[src/ueh_pkg.sv]
package ueh_pkg;
  // special-function space offsets
  localparam logic [7:0] SFR_AP1_HI = 8'h9a;
  localparam logic [7:0] SFR_AP1_LO = 8'h9b;
  localparam logic [7:0] SFR_AP2_HI = 8'h9d;
  localparam logic [7:0] SFR_AP2_LO = 8'h9e;
  localparam logic [7:0] SFR_AP_SETUP = 8'haf;
  // external data space offsets
  localparam logic [15:0] XA_ERR_IE = 16'he662;
  localparam logic [15:0] XA_ERR_IRQ = 16'he663;
  localparam logic [15:0] XA_ERR_CNTLIM = 16'he664;
  localparam logic [15:0] XA_ERR_CLR = 16'he665;
  localparam logic [15:0] XA_TOGGLE = 16'he683;
  localparam logic [15:0] XA_AP1_DATA = 16'he67b;
  localparam logic [15:0] XA_AP2_DATA = 16'he67c;
  localparam logic [15:0] XA_SRC_HI = 16'he6b3;
  localparam logic [15:0] XA_SRC_LO = 16'he6b4;
  localparam logic [15:0] XA_SEND_CTL = 16'he6b5;
  // fetchable ranges for descriptor source
  localparam logic [15:0] MAIN_RAM_TOP = 16'h3fff;
  localparam logic [15:0] SCR_RAM_BASE = 16'he000;
  localparam logic [15:0] SCR_RAM_TOP = 16'he1ff;
  // reset values and field positions
  localparam logic [3:0] ERR_LIMIT_RST = 4'h4;
  localparam int IRQ_LIMIT_BIT = 0;
  localparam int ISO_ERR_LSB = 4;
  localparam int TOG_DIR_BIT = 4;
  localparam int TOG_CLR_BIT = 5;
  localparam int TOG_SET_BIT = 6;
  localparam int AP_EN_BIT = 0;
  localparam int AP1_INC_BIT = 1;
  localparam int AP2_INC_BIT = 2;
  localparam logic [6:0] EP0_MAX_PKT = 7'h40;
  localparam logic [7:0] DESC_LEN_OFS = 8'h00;
  typedef enum {SDP_IDLE, SDP_LEN, SDP_WAIT, SDP_FILL, SDP_ARM} ueh_sdp_t;
endpackage : ueh_pkg

[src/ueh_helper.sv]
`timescale 1ns/1ps
// Contract
// - error limit in low nibble, 1..15
// - count bus errors, flag at limit
// - limit resets to four
// - count readable in upper nibble
// - any clear write zeroes count only
// - iso sequence error flags with enables
// - toggle control bit layout and readback
// - low pointer write starts packetised send
// - length from descriptor or byte count
// - send smaller of requested and available
// - manual byte count write never arms
// - fetch only main or scratch RAM (only the start address is checked)
// - data port access then optional increment
// - setup: shared enable, per-pointer increment
// - pointer address readable/writable anytime
// - code fetch hole when pointers enabled
// - data ports only in external space
// - flags write-one-clear, enables plain read/write
module ueh_helper (
  input wire logic mclk,
  input wire logic sys_rst,
  // special-function register port
  input wire logic sfr_wr,
  input wire logic sfr_rd,
  input wire logic [7:0] sfr_addr,
  input wire logic [7:0] sfr_wdata,
  output logic [7:0] sfr_rdata,
  // external data space port
  input wire logic xd_wr,
  input wire logic xd_rd,
  input wire logic [15:0] xd_addr,
  input wire logic [7:0] xd_wdata,
  output logic [7:0] xd_rdata,
  output logic xd_hit,
  // code fetch port
  input wire logic code_rd,
  input wire logic [15:0] code_addr,
  output logic code_hole,
  output logic [7:0] code_rdata,
  // memory port used by pointers and descriptor sender
  output logic mem_rd,
  output logic mem_wr,
  output logic [15:0] mem_addr,
  output logic [7:0] mem_wdata,
  input wire logic [7:0] mem_rdata,
  // usb engine events
  input wire logic usb_err,
  input wire logic [3:0] iso_seq_err,
  input wire logic [3:0] tog_cur,
  output logic [4:0] tog_sel,
  output logic tog_clr,
  output logic tog_set,
  // endpoint zero side
  input wire logic [15:0] setup_wlength,
  input wire logic [15:0] control_ep_byte_count,
  input wire logic ep0_buf_ready,
  output logic ep0_wr,
  output logic [5:0] ep0_idx,
  output logic [7:0] ep0_data,
  output logic ep0_arm,
  output logic [6:0] ep0_pkt_len,
  output logic sdp_busy,
  output logic sdp_fault,
  output logic err_limit_hit
);
  import ueh_pkg::*;

  // error block registers
  logic [3:0] limit_ff; // programmed limit
  logic [3:0] cnt_ff; // running error count
  logic [7:0] irq_ff; // sticky flags
  logic [7:0] ie_ff; // enables
  logic [7:0] tog_ff; // toggle control latch
  // autopointers
  logic [15:0] ap1_ff, ap2_ff;
  logic [2:0] apset_ff;
  // descriptor sender
  logic [15:0] src_ff;
  logic auto_ff;
  ueh_sdp_t st_ff;
  logic [15:0] ptr_ff; // next fetch address
  logic [15:0] left_ff; // bytes still to send
  logic [6:0] idx_ff;
  logic [7:0] len_lo_ff;
  logic rd_pend_ff;
  // byte taken on the fetch cycle itself; the memory port moves on right
  // after, so sampling one edge later would pick up the following byte
  logic [7:0] fetch_ff;

  // external space decode
  wire w_ie = xd_wr && xd_addr == XA_ERR_IE;
  wire w_irq = xd_wr && xd_addr == XA_ERR_IRQ;
  wire w_lim = xd_wr && xd_addr == XA_ERR_CNTLIM;
  wire w_clr = xd_wr && xd_addr == XA_ERR_CLR;
  wire w_tog = xd_wr && xd_addr == XA_TOGGLE;
  wire w_shi = xd_wr && xd_addr == XA_SRC_HI;
  wire w_slo = xd_wr && xd_addr == XA_SRC_LO;
  wire w_sct = xd_wr && xd_addr == XA_SEND_CTL;
  wire ap1_x = (xd_wr || xd_rd) && xd_addr == XA_AP1_DATA;
  wire ap2_x = (xd_wr || xd_rd) && xd_addr == XA_AP2_DATA;
  wire hole1 = code_rd && apset_ff[AP_EN_BIT] && code_addr == XA_AP1_DATA;
  wire hole2 = code_rd && apset_ff[AP_EN_BIT] && code_addr == XA_AP2_DATA;
  wire ap1_acc = ap1_x || hole1;
  wire ap2_acc = ap2_x || hole2;
  wire inc1 = ap1_acc && apset_ff[AP1_INC_BIT];
  wire inc2 = ap2_acc && apset_ff[AP2_INC_BIT];
  wire ap_cycle = ap1_acc || ap2_acc;

  // descriptor source must lie in on-chip RAM
  function automatic logic in_ram(input logic [15:0] a);
    in_ram = a <= MAIN_RAM_TOP || (a >= SCR_RAM_BASE && a <= SCR_RAM_TOP);
  endfunction : in_ram

  wire [15:0] new_src = {src_ff[15:8], xd_wdata};
  wire src_ok = in_ram(new_src);
  wire cnt_full = cnt_ff == 4'hf;
  wire reach = usb_err && !cnt_full && (cnt_ff + 4'h1) == limit_ff;
  wire [7:0] irq_set = {iso_seq_err, 3'b000, reach};

  // error limit and count; a limit of zero is refused, count saturates
  always_ff @(posedge mclk) begin
    if (sys_rst) begin
      limit_ff <= ERR_LIMIT_RST;
      cnt_ff <= 4'h0;
    end else begin
      if (w_lim && xd_wdata[3:0] != 4'h0) begin
        limit_ff <= xd_wdata[3:0];
      end
      if (w_clr) begin
        cnt_ff <= 4'h0;
      end else if (usb_err && !cnt_full) begin
        cnt_ff <= cnt_ff + 4'h1;
      end
    end
  end

  // flags: hardware set beats a simultaneous write-one clear
  always_ff @(posedge mclk) begin
    if (sys_rst) begin
      irq_ff <= 8'h00;
      ie_ff <= 8'h00;
    end else begin
      irq_ff <= (irq_ff & ~(w_irq ? xd_wdata : 8'h00)) | irq_set;
      if (w_ie) begin
        ie_ff <= xd_wdata & 8'hf1;
      end
    end
  end
  assign err_limit_hit = irq_ff[IRQ_LIMIT_BIT] & ie_ff[IRQ_LIMIT_BIT];

  // toggle control; clear and set are single-cycle requests
  always_ff @(posedge mclk) begin
    if (sys_rst) begin
      tog_ff <= 8'h00;
      tog_clr <= 1'b0;
      tog_set <= 1'b0;
    end else begin
      tog_clr <= w_tog && xd_wdata[TOG_CLR_BIT];
      tog_set <= w_tog && xd_wdata[TOG_SET_BIT];
      if (w_tog) begin
        tog_ff <= {1'b0, xd_wdata[6:0]};
      end
    end
  end
  assign tog_sel = tog_ff[4:0];

  // autopointer address and setup registers
  always_ff @(posedge mclk) begin
    if (sys_rst) begin
      ap1_ff <= 16'h0000;
      ap2_ff <= 16'h0000;
      apset_ff <= 3'b000;
    end else begin
      if (sfr_wr && sfr_addr == SFR_AP1_HI) ap1_ff[15:8] <= sfr_wdata;
      else if (sfr_wr && sfr_addr == SFR_AP1_LO) ap1_ff[7:0] <= sfr_wdata;
      else if (inc1) ap1_ff <= ap1_ff + 16'h0001;
      if (sfr_wr && sfr_addr == SFR_AP2_HI) ap2_ff[15:8] <= sfr_wdata;
      else if (sfr_wr && sfr_addr == SFR_AP2_LO) ap2_ff[7:0] <= sfr_wdata;
      else if (inc2) ap2_ff <= ap2_ff + 16'h0001;
      if (sfr_wr && sfr_addr == SFR_AP_SETUP) apset_ff <= sfr_wdata[2:0];
    end
  end

  // sfr read mux
  always_comb begin
    case (sfr_addr)
      SFR_AP1_HI: sfr_rdata = ap1_ff[15:8];
      SFR_AP1_LO: sfr_rdata = ap1_ff[7:0];
      SFR_AP2_HI: sfr_rdata = ap2_ff[15:8];
      SFR_AP2_LO: sfr_rdata = ap2_ff[7:0];
      SFR_AP_SETUP: sfr_rdata = {5'h00, apset_ff};
      default: sfr_rdata = 8'h00;
    endcase
  end

  // external read mux; data ports pass memory straight through
  always_comb begin
    xd_hit = 1'b1;
    case (xd_addr)
      XA_ERR_IE: xd_rdata = ie_ff;
      XA_ERR_IRQ: xd_rdata = irq_ff;
      XA_ERR_CNTLIM: xd_rdata = {cnt_ff, limit_ff};
      XA_TOGGLE: xd_rdata = {tog_cur[0], tog_ff[6:0]};
      XA_AP1_DATA: xd_rdata = mem_rdata;
      XA_AP2_DATA: xd_rdata = mem_rdata;
      XA_SRC_HI: xd_rdata = src_ff[15:8];
      XA_SRC_LO: xd_rdata = src_ff[7:0];
      XA_SEND_CTL: xd_rdata = {7'h00, auto_ff};
      default: begin
        xd_rdata = 8'h00;
        xd_hit = 1'b0;
      end
    endcase
  end
  assign code_hole = hole1 || hole2;
  assign code_rdata = code_hole ? mem_rdata : 8'h00;

  // memory port: pointer accesses take priority over the sender
  wire sdp_fetch = (st_ff == SDP_LEN || st_ff == SDP_FILL) && !ap_cycle;
  assign mem_rd = (ap_cycle && !xd_wr) || sdp_fetch;
  assign mem_wr = ap_cycle && xd_wr;
  assign mem_addr = ap1_acc ? ap1_ff : ap2_acc ? ap2_ff : ptr_ff;
  assign mem_wdata = xd_wdata;

  wire [15:0] want = setup_wlength;
  // smaller of requested and available length
  function automatic logic [15:0] min16(input logic [15:0] a, input logic [15:0] b);
    min16 = a < b ? a : b;
  endfunction : min16
  wire [15:0] pkt_left = left_ff < {9'h000, EP0_MAX_PKT} ? left_ff : {9'h000, EP0_MAX_PKT};

  // descriptor sender: fetch into ep0 buffer, arm, repeat until done
  always_ff @(posedge mclk) begin
    if (sys_rst) begin
      src_ff <= 16'h0000;
      auto_ff <= 1'b0;
      st_ff <= SDP_IDLE;
      ptr_ff <= 16'h0000;
      left_ff <= 16'h0000;
      idx_ff <= 7'h00;
      len_lo_ff <= 8'h00;
      rd_pend_ff <= 1'b0;
      sdp_fault <= 1'b0;
    end else begin
      rd_pend_ff <= 1'b0;
      if (w_shi) src_ff[15:8] <= xd_wdata;
      if (w_sct) auto_ff <= xd_wdata[0];
      case (st_ff)
        SDP_IDLE: begin
          if (w_slo) begin
            src_ff[7:0] <= xd_wdata;
            ptr_ff <= new_src;
            sdp_fault <= !src_ok;
            if (src_ok && auto_ff) begin
              st_ff <= SDP_LEN;
            end else if (src_ok) begin
              left_ff <= min16(want, control_ep_byte_count);
              st_ff <= SDP_WAIT;
            end
          end
        end
        SDP_LEN: begin
          if (!ap_cycle && !rd_pend_ff) rd_pend_ff <= 1'b1;
          if (rd_pend_ff) begin
            len_lo_ff <= mem_rdata;
            left_ff <= min16(want, {8'h00, mem_rdata});
            st_ff <= SDP_WAIT;
          end
        end
        SDP_WAIT: begin
          idx_ff <= 7'h00;
          if (left_ff == 16'h0000) st_ff <= SDP_IDLE;
          else if (ep0_buf_ready) st_ff <= SDP_FILL;
        end
        SDP_FILL: begin
          if (!ap_cycle) begin
            rd_pend_ff <= 1'b1;
            ptr_ff <= ptr_ff + 16'h0001;
            idx_ff <= idx_ff + 7'h01;
          end
          if ({9'h000, idx_ff} + 16'h0001 >= pkt_left && !ap_cycle) st_ff <= SDP_ARM;
        end
        SDP_ARM: begin
          // hold here until the last byte has reached the buffer, so the
          // host never sees a packet that is still being filled
          if (!rd_pend_ff && !ep0_wr) begin
            left_ff <= left_ff - pkt_left;
            st_ff <= SDP_WAIT;
          end
        end
        default: st_ff <= SDP_IDLE;
      endcase
    end
  end

  // buffer write lags the fetch by two cycles
  always_ff @(posedge mclk) begin
    if (sys_rst) begin
      ep0_wr <= 1'b0;
      ep0_idx <= 6'h00;
      ep0_data <= 8'h00;
      fetch_ff <= 8'h00;
    end else begin
      // the length fetch in auto mode is not a payload byte
      ep0_wr <= rd_pend_ff && st_ff != SDP_LEN;
      // index lags the fetch counter by the one pipeline stage
      ep0_idx <= idx_ff[5:0] - 6'h01;
      // capture every cycle; only the cycle after a fetch is written out
      fetch_ff <= mem_rdata;
      ep0_data <= fetch_ff;
    end
  end
  // byte count writes never reach ep0_arm; only the sender arms
  // arm fires once, after the write pipeline has drained
  assign ep0_arm = st_ff == SDP_ARM && !ep0_wr && !rd_pend_ff;
  assign ep0_pkt_len = pkt_left[6:0];
  assign sdp_busy = st_ff != SDP_IDLE;

  AST_CLR_WINS: assert property (@(posedge mclk) disable iff (sys_rst)
    w_clr |=> cnt_ff == 4'h0) else $error("count not cleared");
  AST_SAT: assert property (@(posedge mclk) disable iff (sys_rst)
    cnt_full && !w_clr |=> cnt_full) else $error("count wrapped");
  AST_LIM_KEEP: assert property (@(posedge mclk) disable iff (sys_rst)
    w_clr && !w_lim |=> $stable(limit_ff)) else $error("limit disturbed");
  AST_LIM_RANGE: assert property (@(posedge mclk) disable iff (sys_rst)
    limit_ff != 4'h0) else $error("limit zero");
  AST_FLAG_SET: assert property (@(posedge mclk) disable iff (sys_rst)
    reach |=> irq_ff[IRQ_LIMIT_BIT]) else $error("limit flag missed");
  // the bench pulses the second endpoint's sequence error
  AST_ISO: assert property (@(posedge mclk) disable iff (sys_rst)
    iso_seq_err[1] |=> irq_ff[ISO_ERR_LSB + 1]) else $error("iso flag missed");
  AST_INC: assert property (@(posedge mclk) disable iff (sys_rst)
    inc1 && !sfr_wr |=> ap1_ff == $past(ap1_ff) + 16'h0001) else $error("no inc");
  AST_FREEZE: assert property (@(posedge mclk) disable iff (sys_rst)
    ap1_acc && !apset_ff[AP1_INC_BIT] && !sfr_wr |=> $stable(ap1_ff))
    else $error("frozen pointer moved");
  AST_FAULT: assert property (@(posedge mclk) disable iff (sys_rst)
    st_ff == SDP_IDLE && w_slo && !src_ok |=> st_ff == SDP_IDLE && sdp_fault)
    else $error("bad source started");
  AST_HOLE: assert property (@(posedge mclk) disable iff (sys_rst)
    code_rd && !apset_ff[AP_EN_BIT] |-> !code_hole) else $error("hole when off");
  // arming while a buffer write is still in flight would send a short packet
  AST_ARM_DRAIN: assert property (@(posedge mclk) disable iff (sys_rst)
    ep0_arm |-> !ep0_wr) else $error("armed during fill");
  // a length of zero must never be armed
  AST_ARM_LEN: assert property (@(posedge mclk) disable iff (sys_rst)
    ep0_arm |-> ep0_pkt_len != 7'h00) else $error("empty packet armed");
  // one arm per packet: the sender leaves the arm state right after
  AST_ARM_ONCE: assert property (@(posedge mclk) disable iff (sys_rst)
    ep0_arm |=> !ep0_arm) else $error("double arm");
  // a refused limit write of zero keeps the old limit
  AST_LIM_ZERO: assert property (@(posedge mclk) disable iff (sys_rst)
    w_lim && xd_wdata[3:0] == 4'h0 |=> $stable(limit_ff))
    else $error("zero limit taken");
  COV_LIMIT: cover property (@(posedge mclk) reach);
  COV_SEND: cover property (@(posedge mclk) st_ff == SDP_ARM);
  COV_TOG: cover property (@(posedge mclk) tog_clr);
  // a packet armed at the full endpoint-zero size
  COV_FULL_PKT: cover property (@(posedge mclk) ep0_arm && ep0_pkt_len == EP0_MAX_PKT);
  // a data-port access that steals the memory port from the sender
  COV_STALL: cover property (@(posedge mclk) st_ff == SDP_FILL && ap_cycle);
endmodule : ueh_helper

[config.mk]
export PLATFORM = sky130hd
export DESIGN_NAME = ueh_helper
export DESIGN_NICKNAME = d
export VERILOG_FILES = /design/src/ueh_pkg.sv /design/src/ueh_helper.sv
export SDC_FILE = /design/constraint.sdc
export NUM_CORES = 1
export LEC_CHECK = 0
export ABC_AREA = 1
export BUFFER_PORTS_ARGS = -buffer_cell sky130_fd_sc_hd__buf_2
export CORE_MARGIN = 2
export CORE_UTILIZATION = 57
export CTS_CLUSTER_SIZE = 16
export DETAILED_ROUTE_END_ITERATION = 8
export PLACE_DENSITY = 0.82
export SYNTH_ARGS = -nofsm -noshare
export SYNTH_HDL_FRONTEND = slang
export SYNTH_SLANG_ARGS = --single-unit
[constraint.sdc]
create_clock -name mclk -period 2.4 [get_ports mclk]
set_input_delay 0.36 -clock mclk [delete_from_list [all_inputs] [get_ports mclk]]
set_output_delay 0.36 -clock mclk [all_outputs]
set_load 0.02 [all_outputs]
## Yosys cells after proc, flatten, opt, wreduce, memory -nomap -nowiden

Cells that the tools add are included.

- Logic and storage cells: 198
- Bits in registers: 178
- Input bits: 113
- Output and inout port bits: 85

- Reductions and logical operators: 73
- Add/subtract/negate cells: 8
- Equality and inequality tests: 38
- Bitwise logic cells: 6
- Muxes and demuxes: 41
- $lt $le $gt $ge: 7

Operators by type and width:

| operator | count |
|---|---|
| 2-to-1 mux 32 bit | 8 |
| 2-to-1 mux 16 bit | 14 |
| == test 16 bit, second input constant | 12 |
| case mux 32 bit (5 select lines) | 1 |
| == test 32 x 2 -> 1 bit, second input constant | 3 |
| == test 32 x 3 -> 1 bit, second input constant | 2 |
| 2-to-1 mux 8 bit | 8 |
| case mux 8 bit (8 select lines) | 1 |
| adder 16 x 1 -> 16 bit, second input constant | 3 |
| case mux 16 bit (3 select lines) | 1 |
| == test 8 bit, second input constant | 5 |
| case mux 8 bit (5 select lines) | 1 |
| logical AND 1 bit | 36 |
| == test 32 x 1 -> 1 bit, second input constant | 1 |
| == test 32 x 4 -> 1 bit, second input constant | 1 |
| logical NOT 32 bit | 1 |
| inequality test 32 x 2 -> 1 bit, second input constant | 1 |
| case mux 16 bit (2 select lines) | 1 |
| nonzero test 32 bit | 1 |
| inequality test 2 bit, second input constant | 9 |
| >= comparator 16 bit, second input constant | 1 |
| >= comparator 8 x 16 -> 1 bit | 1 |
| less-or-equal comparator 16 x 14 -> 1 bit, second input constant | 1 |
| less-or-equal comparator 16 bit, second input constant | 1 |
| 31 further kinds | 59 |

## Depth between registers and ports, before layout

- Depth after elaboration: 8
- Gate-level depth with buffers: 19
- Mapped depth without buffers: 18

## Least setup slack after synthesis

No wires, ideal clock.

- Path kind: reg-to-reg
- Start point: register left_ff[9]
- End point: register st_ff[1]
- Setup time: 0.113 ns
- Stages on the path, launching flop included: 18
- Path slack: -0.162 ns
- Path buffers: 1
- Arrival time: 2.449 ns
- Required time: 2.287 ns
- Clock period less this slack: 2.562 ns
- Cells stage by stage: dfxtp_1 > nor2_1 > nand2_1 > nor2_4 > nand2_2 > clkbuf_1 > nor2_1 > inv_1 > ha_1 > nand2_1 > nor2_1 > nand4_1 > o2111ai_1 > nand2_1 > nand2_1 > nand2_1 > o21ai_1 > inv_1

- Word-level cells in the longest chain between the ends: 6
- Elaborated cells between the ends (all ways): 10
- Those cells by class: order compare (2); eq/ne (2); mux (3); reduce/logical (3)

Ends and longest elaborated chain:

| element | line | source |
|---|---|---|
| from (decl) | ueh_helper.sv:84 | `logic [15:0] left_ff;` |
| from (signal assigned) | ueh_helper.sv:259 | `left_ff <= min16(want, control_ep_byte_count);` |
| from (signal assigned) | ueh_helper.sv:268 | `left_ff <= min16(want, {8'h00, mem_rdata});` |
| from (signal assigned) | ueh_helper.sv:289 | `left_ff <= left_ff - pkt_left;` |
| < comparator 16 x 7 -> 1 bit | ueh_helper.sv:232 | `wire [15:0] pkt_left = left_ff < {9'h000, EP0_MAX_PKT} ? left_ff : {9'h000, EP0_MAX_PKT};` |
| 2-to-1 mux 16 bit | ueh_helper.sv:232 |  |
| named net ep0_pkt_len[6] | ueh_helper.sv:63 | `output logic [6:0] ep0_pkt_len,` |
| >= comparator 8 x 16 -> 1 bit | ueh_helper.sv:283 | `if ({9'h000, idx_ff} + 16'h0001 >= pkt_left && !ap_cycle) st_ff <= SDP_ARM;` |
| logical AND 1 bit | ueh_helper.sv:283 |  |
| inequality test 2 bit (no line) | -- |  |
| AND reduction 6 bit (no line) | -- |  |
| to (signal assigned) | ueh_helper.sv:283 |  |
| to (signal assigned) | ueh_helper.sv:290 | `st_ff <= SDP_WAIT;` |
| to (signal assigned) | ueh_helper.sv:293 | `default: st_ff <= SDP_IDLE;` |
| to (decl) | ueh_helper.sv:82 | `ueh_sdp_t st_ff;` |

The timed path passes the listed nets, and every way through them passes these cells.
A chain may end at the register's enable or synchronous reset.

## Worst setup path after layout

- Start point: register apset_ff[0]
- End point: output port mem_addr[5]

- Word-level cells in the longest chain between the ends: 5
- Elaborated cells between the ends (all ways): 7
- Those cells by class: mux (2); reduce/logical (5)

Ends and longest elaborated chain:

| element | line | source |
|---|---|---|
| from (decl) | ueh_helper.sv:78 | `logic [2:0] apset_ff;` |
| from (signal assigned) | ueh_helper.sv:182 | `if (sfr_wr && sfr_addr == SFR_AP_SETUP) apset_ff <= sfr_wdata[2:0];` |
| logical AND 1 bit * | ueh_helper.sv:103, ueh_helper.sv:104 |  |
| logical AND 1 bit | ueh_helper.sv:104 | `wire hole2 = code_rd && apset_ff[AP_EN_BIT] && code_addr == XA_AP2_DATA;` |
| logical OR 1 bit | ueh_helper.sv:106 | `wire ap2_acc = ap2_x \|\| hole2;` |
| 2-to-1 mux 16 bit | ueh_helper.sv:224 | `assign mem_addr = ap1_acc ? ap1_ff : ap2_acc ? ap2_ff : ptr_ff;` |
| 2-to-1 mux 16 bit * | ueh_helper.sv:224 |  |
| to (decl) | ueh_helper.sv:45 | `output logic [15:0] mem_addr,` |

Every way passes the cells marked *; elsewhere a longest branch is shown, timed or not.

==> results.md <==
| Item | This run |
| --- | --- |
| Hold WC Path Type | in -> reg |
| Clock buffers created by TritonCTS | 17 |
| Num rows | 48 |
| GR Overflow Total | 0 |
| Worst EP required | 2.04 ns |
| Worst Reg2Reg Path Length in Cells | 17 |
| Number of buffers on the longest clock path | 2 |
| GRT Overall Usage | 33.16% |
| Antenna-violating nets left | 0 |
| Sequential fraction of the synthesis area | 29.19% |
| Avg Vias per Cell | 5.696 |
| Worst reg2reg setup slack | 0.05 ns |
| Setup ws final | -0.003717 ns |
| H-tree levels | 4 |
| Buffers added on ports | 193 |
| Length of the first detailed-routing pass in iterations | 6 |
| Critical path endpoint category | output pin |
| Seq. cell area | 2997 sq um |
| Clock slew seen by the registers of the worst setup and hold paths | 0.07 ns |
| Total instance count after detailed placement | 1985 |
| Area enclosed by the die boundary | 19020 sq um |
| DP HPWL | 23610 um |
| Simple-gate portion of the synthesized area | 30.86% |
| Maximum net fanout on the critical path | 8 |
| Final routed DRC violation total | 0 |
| Final WL | 31820 um |
| P_leak | 5.737 nW |
| Max VDD drop | 552.5 uV |
| Number of nets in the layout | 1940 |
| Largest net degree at the start of global routing | 73 |
| Reg2reg start | idx_ff[1] |
| Max-Slew Margin vs Limit | 57.06% |
| Final period util | 100.2% |
| Count of inserted antenna diode cells | 0 |
| Violated checks | negative setup slack |
| Fillcell total | 1487 |
| Growth of design area from synthesis to finish | 21.46% |
| Post-Syn Area | 10220 sq um |
| Die Ht | 137.9 um |
| Final design utilization | 71.27% |
| Hold path cells | 3 |
| Count of final hold-check violations | 0 |
| Area occupied by multi-input gates | 6254 sq um |
| Count of endpoints failing setup in the final report | 1 |
| Crit path DAT | 2.04 ns |
| Post-synthesis register bit count | 149 |
| Status | complete, but fails checks |
| Main combinational cell family by area after synthesis | simple AND/OR/NAND/NOR gates |
| Actual transition at the worst max-transition pin | 0.6386 ns |
| Power Density | 463.7 nW/um^2 |
| Min cycle time layout | 2.404 ns |
| Area of the core | 17420 sq um |
| CTS Hold Bufs | 0 |
| Hold EP | irq_ff[4] |
| Die span in x | 137.9 um |
| Wire length per cell | 15.69 um |
| Number of max-cap violations | 0 |
| Total number of vias | 11552 |
| Primary FF master, synth | dfxtp_1 |
| Max-slew violations | 0 |
| Number of clock sinks | 149 |
| Worst clock skew | 0.009518 ns |
| Worst-skew pair later-pin latency | 0.44 ns |
| Wire length of the first global-routing pass | 50050 um |
| Fraction of the mapped netlist area in adder cells | 4.530% |
| Antenna violations before repair | 0 |
| Routability-driven placement congestion ratio | 0.9770 |
| Number of cells produced by synthesis | 1591 |
| Yosys warning count | 0 |
| Net Count, Synth | 1741 |
| Multiplexer area fraction after synthesis | 0% |
| Non-filler instance count after layout | 2028 |
| Fraction of final layout cells sized beyond drive strength 1 | 21.19% |
| Synthesized-area fraction occupied by xor and xnor cells | 3.000% |
| R2R Path End | st_ff[1] |
| CTS tree | yes |
| Total power after layout | 5.756 mW |
| Fraction of synthesis flops using an asynchronous set or reset pin | 0% |
| Average size of a mapped cell | 6.424 sq um |
| Critical path type | reg -> out |
| Via count of the first global-routing pass | 10521 |
| RSZ-0062 raised after global routing | true |
| Count of different cell masters after synthesis | 49 |
| Achievable frequency | 0.4160 GHz |
| DRT iter0 DRCs | 1202 |
| Share of the synthesized area in compound gates (AO/OA/AOI/OAI) | 20.52% |
| IO Count | 198 |
| Worst Setup Start Kind | flip-flop |
| Clock root buffer | clkbuf_16 |
| Hold path startpoint | iso_seq_err[0] |
| Number of flops mapped to enable cells by yosys | 0 |
| Initial core utilization | 58.68% |
## cell type report
type                    instances  area share [%]
multi-input cells            1152           50.38
flip-flops and latches        149           24.14
repair buffers                240           11.49
inverters                     230           6.975
clock buffers                  19           3.649
well taps                     225           2.268
clock inverters                13           1.099
## metrics by stage
step	area, sq um	hold slack, ns	setup TNS [ns]	worst slack (ns)
2_1_floorplan	10240	0.3883	-0.007449	-0.007449
3_3_place_gp	11450	0.3885	0	0.06812
3_5_place_dp	11450	0.3955	0	0.02171
4_1_cts	12060	0.1492	0	0.01441
5_1_grt	12410	0.1632	-0.6507	-0.1106
6_report	12410	0.1512	-0.003717	-0.003717
## sequential cells by signal (all words and copies together) (netlist names), 8 cells and up
| register | count |
|---|---|
| ap1_ff | 16 |
| ap2_ff | 16 |
| ep0_data | 8 |
| fetch_ff | 8 |
| irq_ff | 8 |
| left_ff | 16 |
| ptr_ff | 16 |
| src_ff | 16 |
## synth_stat cells (all sizes together) (10+ instances only)
library cell | number | area (sq um)
clkbuf | 27 | 101.4
nand3 | 107 | 580.6
o211ai | 18 | 135.1
nand4 | 34 | 225.2
ha | 37 | 462.9
nor3 | 25 | 151.4
xor2 | 27 | 236.5
inv | 229 | 862.1
nor2 | 198 | 840.8
nor4 | 11 | 75.07
a22oi | 10 | 75.07
nand2 | 300 | 1161
a211oi | 11 | 82.58
o21ai | 179 | 895.9
a21oi | 145 | 729.5
dfxtp | 149 | 2983
buf | 33 | 241.5
## report_power, final
part	internal [mW]	switching (mW)
clock network	1.52	1.18
logic	0.195	0.358
registers	2.49	0.0113
## worst max path at each step
stage | from | to
global placement | idx_ff[1] | st_ff[1]
global route | idx_ff[1] | st_ff[1]
floorplan | left_ff[9] | st_ff[1]
CTS | apset_ff[0] | mem_addr[9]
finish | apset_ff[0] | mem_addr[5]
detailed placement | idx_ff[1] | st_ff[1]
## critical path, stage by stage (launching register included)
cell,delay (ns)
dfxtp_4,0.37
nand2_4,0.06
nor4_4,0.24
nand3b_1,0.15
nand2_4,0.15
buf_12,0.14
a21oi_1,0.06
o21ai_1,0.16
o21ai_1,0.10
buf_2,0.17
## metal layers
metal,GRT usage (%),part of all wire [%],vias to the layer above
li1,-,-,5657
met3,6.652,9.0,127
met1,41.85,41,5190
met5,0,0,-
met2,53.91,45,578
met4,16.55,4.6,0
## what timing repair did
| action | 4_1_cts | 5_1_grt |
|---|---|---|
| cloned | 0 | 2 |
| buffers inserted | 0 | 9 |
| endpoints found under the setup margin | 17 | 37 |
| resized for setup | 6 | 83 |
| pin swaps | 0 | 17 |
## logic make-up after synthesis
| group | Yosys count |
|---|---|
| other | 2 |
| and+or+nand+nor | 692 |
| xor gates and xnor gates | 35 |
| adders and majority gates | 37 |
| buffers and inverters | 290 |
| AOI/OAI and AO/OA | 386 |
| DFF | 149 |
## layout by cell type (no fill, tap or decap), types with 4 or more instances in the layout
master and n:
inv_1 214, nor3_2 4, o21ai_1 50, inv_2 13, buf_12 4, nand2_4 6, a21oi_1 136, nor2_4 10
nand3b_1 9, clkbuf_16 19, a22oi_1 10, a21oi_2 8, ha_1 35, buf_2 184, nor4_1 9, xnor2_1 8
buf_4 50, o21ai_0 123, o21ai_2 6, or2_2 6, o211ai_1 18, a211oi_1 11, nor3_1 19, nor2_2 13
xor2_1 27, nand4_1 32, dfxtp_1 144, nand2_2 17, nor2_1 173, inv_6 4, nand3_1 101, nand2_1 277
o22ai_1 6
Note: power is estimated with default switching activity, not from simulation.
